--- config.mk ---
export PLATFORM = sky130hd
export DESIGN_NAME = serial_eeprom_bus_slave
export DESIGN_NICKNAME = d
export VERILOG_FILES = /design/src/hdl/eeprom_slave_pkg.sv /design/src/hdl/serial_eeprom_bus_slave.sv
export SDC_FILE = /design/constraint.sdc
export NUM_CORES = 2
export LEC_CHECK = 0
export BUFFER_PORTS_ARGS = -buffer_cell sky130_fd_sc_hd__buf_2
export CAP_MARGIN = 20
export CORE_MARGIN = 1
export CORE_UTILIZATION = 44
export DETAILED_ROUTE_END_ITERATION = 12
export PLACE_DENSITY_LB_ADDON = 0.15
export SLEW_MARGIN = 20
export SYNTH_ARGS = -nofsm -noshare
export SYNTH_HDL_FRONTEND = slang
export SYNTH_SLANG_ARGS = --single-unit
--- constraint.sdc ---
create_clock -name sys_clk -period 4 [get_ports sys_clk]
set_input_delay 0.2 -clock sys_clk [delete_from_list [all_inputs] [get_ports sys_clk]]
set_output_delay 0.2 -clock sys_clk [all_outputs]
set_load 0.03 [all_outputs]
--- src/hdl/eeprom_slave_pkg.sv ---
package eeprom_slave_pkg;

  // Fixed upper nibble of the slave address byte.
  localparam logic [3:0] DEV_TYPE_CODE   = 4'hA;
  localparam int         CLK_HZ          = 100_000_000;
  localparam int         T_WR_MS         = 10;
  localparam int         T_WR_CYCLES     = T_WR_MS * (CLK_HZ / 1000);
  localparam int         ADDR_W_DEFAULT  = 8;
  localparam int         PAGE_W_DEFAULT  = 4;

  localparam logic [3:0]  REG_CTRL        = 4'h0;
  localparam logic [3:0]  REG_STATUS      = 4'h4;
  localparam int          CTRL_PROTECT    = 0;
  localparam logic [31:0] CTRL_RESET      = 32'h0000_0000;
  localparam int          STATUS_BUSY     = 0;
  localparam int          STATUS_WP       = 1;
  localparam int          STATUS_PTR_LSB  = 16;
  localparam logic [3:0]  BITS_PER_BYTE   = 4'h8;

  typedef enum logic [2:0] {
    ST_IDLE,
    ST_DEV,
    ST_WADDR,
    ST_WDATA,
    ST_ACK,
    ST_RDATA,
    ST_RACK
  } link_state_e;

endpackage : eeprom_slave_pkg

--- src/hdl/serial_eeprom_bus_slave.sv ---
`timescale 1ns/10ps
module serial_eeprom_bus_slave
  import eeprom_slave_pkg::*;
#(
  parameter int ADDR_W = ADDR_W_DEFAULT,
  parameter int PAGE_W = PAGE_W_DEFAULT,
  parameter int T_WR   = T_WR_CYCLES
) (
  input  wire logic        sys_clk,
  input  wire logic        nrst,
  input  wire logic        scl_in,
  input  wire logic        sda_in,
  output logic             sda_out,
  output logic             sda_oe,
  input  wire logic        write_protect,
  input  wire logic        chip_select_pin_0,
  input  wire logic        chip_select_pin_1,
  input  wire logic        chip_select_pin_2,
  input  wire logic [3:0]  avs_address,
  input  wire logic        avs_read,
  input  wire logic        avs_write,
  input  wire logic [31:0] avs_writedata,
  output logic [31:0]      avs_readdata,
  output logic             avs_waitrequest
);

  localparam int PAGE_N = 2 ** PAGE_W;
  localparam int MEM_N  = 2 ** ADDR_W;

  logic [1:0]        scl_meta_reg, sda_meta_reg;
  logic              scl_s_reg, sda_s_reg, scl_d_reg, sda_d_reg;
  logic [3:0]        pin_meta_reg, pin_s_reg;
  link_state_e       state_reg, ack_next_reg;
  logic [3:0]        bit_cnt_reg;
  logic [7:0]        shift_reg, tx_reg;
  logic [2:0]        dev_hi_reg;
  logic [ADDR_W-1:0] ptr_reg;
  logic              pending_reg, busy_reg;
  logic [31:0]       wr_cnt_reg, ctrl_reg;
  logic [7:0]        mem [MEM_N];
  logic [7:0]        page_buf [PAGE_N];
  logic [PAGE_N-1:0] page_mask_reg;
  logic              scl_rise, scl_fall, start_det, stop_det, byte_done;
  logic              protect, buf_we, commit, addr_hit;
  logic [10:0]       full_addr;

  // Fixed type nibble; used select positions compare with the pins.
  function automatic logic dev_match(input logic [7:0] b, input logic [2:0] sel);
    int hi;
    logic ok;
    hi = (ADDR_W > 8) ? ADDR_W - 8 : 0;
    ok = (b[7:4] == DEV_TYPE_CODE);
    for (int i = 0; i < 3; i++)
    begin
      if (i >= hi && b[i+1] != sel[i])
        ok = 1'b0;
    end
    return ok;
  endfunction : dev_match

  // Three-stage synchronisers on scl and sda, two on the pins; edges are taken from the settled stages only.
  always_ff @(posedge sys_clk or negedge nrst)
  begin
    if (!nrst)
    begin
      scl_meta_reg <= 2'h3;
      sda_meta_reg <= 2'h3;
      scl_s_reg    <= 1'b1;
      sda_s_reg    <= 1'b1;
      scl_d_reg    <= 1'b1;
      sda_d_reg    <= 1'b1;
      pin_meta_reg <= 4'h0;
      pin_s_reg    <= 4'h0;
    end
    else
    begin
      scl_meta_reg <= {scl_meta_reg[0], scl_in};
      sda_meta_reg <= {sda_meta_reg[0], sda_in};
      scl_s_reg    <= scl_meta_reg[1];
      sda_s_reg    <= sda_meta_reg[1];
      scl_d_reg    <= scl_s_reg;
      sda_d_reg    <= sda_s_reg;
      pin_meta_reg <= {write_protect, chip_select_pin_2, chip_select_pin_1, chip_select_pin_0};
      pin_s_reg    <= pin_meta_reg;
    end
  end

  assign scl_rise  = scl_s_reg && !scl_d_reg;
  assign scl_fall  = !scl_s_reg && scl_d_reg;
  assign start_det = scl_s_reg && scl_d_reg && !sda_s_reg && sda_d_reg;
  assign stop_det  = scl_s_reg && scl_d_reg && sda_s_reg && !sda_d_reg;
  assign byte_done = scl_fall && (bit_cnt_reg == BITS_PER_BYTE);
  assign protect   = pin_s_reg[3] || ctrl_reg[CTRL_PROTECT];
  assign addr_hit  = dev_match(shift_reg, pin_s_reg[2:0]);
  assign buf_we    = (state_reg == ST_WDATA) && byte_done && !protect;
  // One commit for the whole page.
  assign commit    = stop_det && pending_reg && !busy_reg;
  assign full_addr = {dev_hi_reg, shift_reg};

  always_ff @(posedge sys_clk or negedge nrst)
  begin
    if (!nrst)
    begin
      state_reg    <= ST_IDLE;
      ack_next_reg <= ST_IDLE;
      bit_cnt_reg  <= 4'h0;
      shift_reg    <= 8'h00;
      tx_reg       <= 8'h00;
      dev_hi_reg   <= 3'h0;
      ptr_reg      <= '0;
      pending_reg  <= 1'b0;
      sda_oe       <= 1'b0;
    end
    else if (start_det)
    begin
      // A busy device stays deaf, so polling gets no acknowledge.
      state_reg   <= busy_reg ? ST_IDLE : ST_DEV;
      bit_cnt_reg <= 4'h0;
      sda_oe      <= 1'b0;
    end
    else if (stop_det)
    begin
      state_reg   <= ST_IDLE;
      sda_oe      <= 1'b0;
      pending_reg <= 1'b0;
    end
    else
    begin
      case (state_reg)
        ST_DEV, ST_WADDR, ST_WDATA:
        begin
          if (scl_rise)
          begin
            shift_reg   <= {shift_reg[6:0], sda_s_reg};
            bit_cnt_reg <= bit_cnt_reg + 4'h1;
          end
          else if (byte_done)
          begin
            // Acknowledge a matching address, the byte address and each data byte written while unprotected.
            sda_oe       <= 1'b1;
            state_reg    <= ST_ACK;
            ack_next_reg <= ST_WDATA;
            if (state_reg == ST_DEV)
            begin
              dev_hi_reg   <= shift_reg[3:1];
              ack_next_reg <= shift_reg[0] ? ST_RDATA : ST_WADDR;
              if (!addr_hit)
              begin
                sda_oe    <= 1'b0;
                state_reg <= ST_IDLE;
              end
              else if (shift_reg[0])
              begin
                // Direction bit one selects reading from the pointer.
                tx_reg  <= mem[ptr_reg];
                ptr_reg <= ADDR_W'(ptr_reg + 1'b1);
              end
            end
            else if (state_reg == ST_WADDR)
            begin
              // Byte address with high bits from the slave address.
              ptr_reg <= ADDR_W'(full_addr);
            end
            else if (protect)
            begin
              // Any data byte refused while protected.
              sda_oe    <= 1'b0;
              state_reg <= ST_IDLE;
            end
            else
            begin
              // Only the page offset advances; it wraps inside the page.
              ptr_reg     <= {ptr_reg[ADDR_W-1:PAGE_W], ptr_reg[PAGE_W-1:0] + 1'b1};
              pending_reg <= 1'b1;
            end
          end
        end
        ST_ACK:
        begin
          if (scl_fall)
          begin
            bit_cnt_reg <= 4'h0;
            state_reg   <= ack_next_reg;
            sda_oe      <= (ack_next_reg == ST_RDATA) ? !tx_reg[7] : 1'b0;
          end
        end
        ST_RDATA:
        begin
          if (scl_rise)
            bit_cnt_reg <= bit_cnt_reg + 4'h1;
          else if (byte_done)
          begin
            // Release the line for the master's acknowledge.
            sda_oe    <= 1'b0;
            state_reg <= ST_RACK;
          end
          else if (scl_fall)
            sda_oe <= !tx_reg[3'(4'h7 - bit_cnt_reg)];
        end
        ST_RACK:
        begin
          // Another byte per acknowledge, none after a refusal.
          if (scl_rise && sda_s_reg)
            state_reg <= ST_IDLE;
          else if (scl_fall)
          begin
            // Full-width increment wraps past the top location.
            tx_reg      <= mem[ptr_reg];
            ptr_reg     <= ADDR_W'(ptr_reg + 1'b1);
            bit_cnt_reg <= 4'h0;
            sda_oe      <= !mem[ptr_reg][7];
            state_reg   <= ST_RDATA;
          end
        end
        default:
          state_reg <= ST_IDLE;
      endcase
    end
  end

  // The page buffer keeps its own offsets so overrun bytes simply overwrite.
  always_ff @(posedge sys_clk)
  begin
    if (buf_we)
      page_buf[ptr_reg[PAGE_W-1:0]] <= shift_reg;
    if (commit)
    begin
      for (int i = 0; i < PAGE_N; i++)
      begin
        if (page_mask_reg[i])
          mem[{ptr_reg[ADDR_W-1:PAGE_W], PAGE_W'(i)}] <= page_buf[i];
      end
    end
  end

  always_ff @(posedge sys_clk or negedge nrst)
  begin
    if (!nrst)
      page_mask_reg <= '0;
    else if (start_det || commit)
      page_mask_reg <= '0;
    // Overrun lands on an already marked offset.
    else if (buf_we)
      page_mask_reg[ptr_reg[PAGE_W-1:0]] <= 1'b1;
  end

  // Programming timer; the bus stays deaf while it runs.
  always_ff @(posedge sys_clk or negedge nrst)
  begin
    if (!nrst)
    begin
      busy_reg   <= 1'b0;
      wr_cnt_reg <= 32'h0;
    end
    else if (commit)
    begin
      busy_reg   <= 1'b1;
      wr_cnt_reg <= 32'(T_WR - 1);
    end
    else if (busy_reg)
    begin
      if (wr_cnt_reg == 32'h0)
        busy_reg <= 1'b0;
      else
        wr_cnt_reg <= wr_cnt_reg - 32'h1;
    end
  end

  // Open-drain data: the output level is always low, only the enable moves.
  always_ff @(posedge sys_clk or negedge nrst)
  begin
    if (!nrst)
      sda_out <= 1'b0;
    else
      sda_out <= 1'b0;
  end

  // Avalon slave: every access answers one cycle after it is presented.
  // Writes land on the edge where the master sees waitrequest low, never earlier.
  always_ff @(posedge sys_clk or negedge nrst)
  begin
    if (!nrst)
    begin
      avs_waitrequest <= 1'b1;
      avs_readdata    <= 32'h0;
      ctrl_reg        <= CTRL_RESET;
    end
    else if ((avs_read || avs_write) && avs_waitrequest)
    begin
      avs_waitrequest <= 1'b0;
      avs_readdata    <= 32'h0;
      if (avs_read && avs_address == REG_CTRL)
        avs_readdata <= ctrl_reg & 32'h1;
      if (avs_read && avs_address == REG_STATUS)
        avs_readdata <= (32'(ptr_reg) << STATUS_PTR_LSB) | (32'(pin_s_reg[3]) << STATUS_WP)
                        | (32'(busy_reg) << STATUS_BUSY);
    end
    else
    begin
      avs_waitrequest <= 1'b1;
      if (avs_write && !avs_waitrequest && avs_address == REG_CTRL)
        ctrl_reg <= avs_writedata;
    end
  end

  logic [31:0] busy_len_reg;
  always_ff @(posedge sys_clk or negedge nrst)
  begin
    if (!nrst)
      busy_len_reg <= 32'h0;
    else
      busy_len_reg <= busy_reg ? busy_len_reg + 32'h1 : 32'h0;
  end
endmodule : serial_eeprom_bus_slave

==> reports/metrics.yaml <==
final_core_util_pct: 51.7
critPathBufInv: 3
switching_share_pct: 29.0
dr_total_vias: 48300
synth_adder_area_share_pct: 0.113
syn_area_um2: 88300
synth_edf_count: 2176
ant_nets: 0
dr.pass1.iters: 6
r2r_start: "ptr_reg[0]$_DFFE_PN0P_"
drc_errors: 0
dieHeight_um: 450
hold_class: "in -> reg"
largest_reg_flops: 2048
ys.flop_type: "edfxtp_1"
wl_per_cell_um: 44.0
io_buffers: 26
crit_fanout: 13
failed_checks: "setup timing"
fin_crit_ns: 4.01
yosys-top-cells-area: "edfxtp_1 (74%), mux4_2 (16%), dfrtp_1 (2.9%)"
ys_ff_latch: 2289
cts_hold_buf: 22
cap_violations: 0
synth-simple-area-share_pct: 3.06
synth_top_family_by_area: "multiplexers"
peakVddDrop_v: 0.000501
setup_viol: 1
slew_viol_final: 0
worst_pin_slew_ns: 1.30
syn_to_final_growth_pct: 16.9
crit_path_frequent_cell: "buf_4"
path_clk_slew_ns: 0.06
start_util_pct: 44.3
power.density_nw_per_um2: 588
syn_avg_cell_area_um2: 21.9
intPower_mw: 43.1
critPathTopFamily: "simple AND/OR/NAND/NOR gates"
slew_headroom_pct: 13.1
critPathKind: "reg -> reg"
holdWs_ns: 0.223
viasPerCell: 6.39
drt_iter0_drc: 8984
p_comb_share_pct: 21.9
synth_xor_area_share_pct: 0.268
tritoncts: "built"
cp.arrival_ns: 4.84
fin_ws_ns: -0.0125
syn_inst: 4029
crit_slowest_cell: "dfrtp_4"
grt_pass1_wl_um: 435000
synth_top_area_share_pct: 74.0
die-area_um2: 202000
hpwl_um: 226000
seq_power_share_pct: 43.4
skew_ns: 0.0621
placed_area_um2: 95600
grt_use_total_pct: 32.9
grt_max_degree: 86
core_um2: 199000
slowest_delay_ns: 0.79
grt_pass1_vias: 45700
clkPwrFrac_pct: 34.7
fmax_mhz: 249
cts-buffers-inserted: 228
fillers: 15900
path_cells: "buf_4 -> buf_4 -> mux4_2 -> mux2i_1 -> nand3_1 -> o2111ai_1 -> nand2b_1 -> nor3_1 -> buf_4 -> o31a_1"
fp.dieW_um: 450
rr_worst_depth: 10
drive_gt1_share_pct: 33.1
synth_common_cells: "edfxtp_1 (2,176), mux4_2 (634), nor2_1 (351)"
yosys.area.top_type: "edfxtp_1"
synth_cell_types: 68
r2r-end: "sda_oe$_DFFE_PN0P_"
reg2reg_slack_ns: -0.01
post-synth-top-count-cell: "edfxtp_1"
final_cell_area_um2: 103000
worstPathRequired_ns: 4.83
yosysSeqAreaShare_pct: 77.2
synth.yosys.warnings: 0
power_mw: 60.7
gp_congestion: 0.992
async_reset_ff_share_pct: 4.94
cts_resized: 0
cp-end-kind: "flip-flop"
start_kind: "flip-flop"
nets: 4739
synth_compound_area_share_pct: 1.33
numClockSinks: 2289
endpoint: "sda_oe$_DFFE_PN0P_"
rsz0062_at_grt: "no"
htreeDepth: 4
antenna_found_initial: 57
p_leak_nw: 32.7
crit_start: "ptr_reg[0]$_DFFE_PN0P_"
period_share_pct: 100
switching_power_mw: 17.6
wl_um: 333000
root_buffer: "clkbuf_16"
ios: 81
cts_buffer_depth: 3
final-hold-violation-count: 0
path_depth: 10
status: "finished with violations"
clock_latency_ns: 0.90
cts_setup_buffers: 0
setup_tns_ns: -0.0125
globalRouteOverflowTotal: 0
synthMuxAreaShare_pct: 16.6
rows: 164
==> stage by stage <==
| step | setup WS (ns) | instances |
|---|---|---|
| 4_1_cts | 0.148 | 7537 |
| 3_3_place_gp | 0.167 | 7073 |
| 6_report | -0.0125 | 7552 |
| 3_5_place_dp | 0.186 | 7087 |
| 5_1_grt | 0.0261 | 7544 |
| 2_1_floorplan | 1.02 | 4051 |
==> worst min-delay path: stages <==
cell and delay (ns):
buf_2 0.07, nor3_1 0.04, nand3_1 0.08, mux2_2 0.15
dlygate4sd3_1 0.54
==> placed cells by master, fill, tap and decap left out, drive strengths merged, types with 23 or more instances in the layout <==
| master | count |
|---|---|
| dfrtp | 104 |
| a21oi | 28 |
| clkbuf | 294 |
| nand2 | 93 |
| o21ai | 34 |
| clkinv | 109 |
| inv | 23 |
| nor2 | 351 |
| nor3 | 24 |
| mux4 | 634 |
| edfxtp | 2176 |
| buf | 616 |
| conb | 23 |
| nand3 | 49 |
==> logic make-up after synthesis <==
logic type	Yosys count
buffers and inverters	249
other	1
muxes	670
adders and majority gates	8
AOI/OAI and AO/OA	167
and+or+nand+nor	618
DFF	2289
xor gates and xnor gates	27
==> power groups by stage <==
stage	Combinational, mW	Clock, mW	Sequential, mW
4_1_cts	13.1	21.2	26.3
2_1_floorplan	7.60	0	26.5
3_3_place_gp	13.0	0	26.8
5_1_grt	13.4	22.1	26.3
6_report	13.3	21.1	26.3
3_5_place_dp	13.0	0	26.8
==> worst min path at each step <==
stage | from | endpoint | slack (ns) | cells after the start
3_3_place_gp | nrst | bit_cnt_reg[1]$_DFFE_PN0P_ | 0.17 | 1
4_1_cts | avs_address[3] | ctrl_reg[0]$_DFFE_PN0P_ | 0.18 | 5
2_1_floorplan | nrst | ack_next_reg[0]$_DFFE_PN0P_ | -0.1 | 0
3_5_place_dp | nrst | bit_cnt_reg[1]$_DFFE_PN0P_ | 0.17 | 1
5_1_grt | avs_address[3] | ctrl_reg[0]$_DFFE_PN0P_ | 0.26 | 5
6_report | avs_address[3] | ctrl_reg[0]$_DFFE_PN0P_ | 0.22 | 5
==> layout make-up <==
class                   count  area, um2  share of cell area (%)
clock buffers             294       6160                    5.97
repair buffers            637       5360                    5.19
multi-input cells        1513      19000                    18.4
diodes                     13       32.5                  0.0315
well taps                2656       3320                    3.22
inverters                  16       60.1                  0.0582
clock inverters           134       1120                    1.09
flip-flops and latches   2289      68200                    66.1
==> routing by layer <==
metal  routed length (um)  share of wire [%]  GRT usage (%)  vias up
met5                   36              0.011              0        -
met4                20100                6.1           16.4        6
met3                42700                 13           9.33      582
met2               147000                 44           48.4     3654
met1               122000                 37           45.1    25900
li1                     -                  -              -    18100
(Power assumes the default switching activity.)
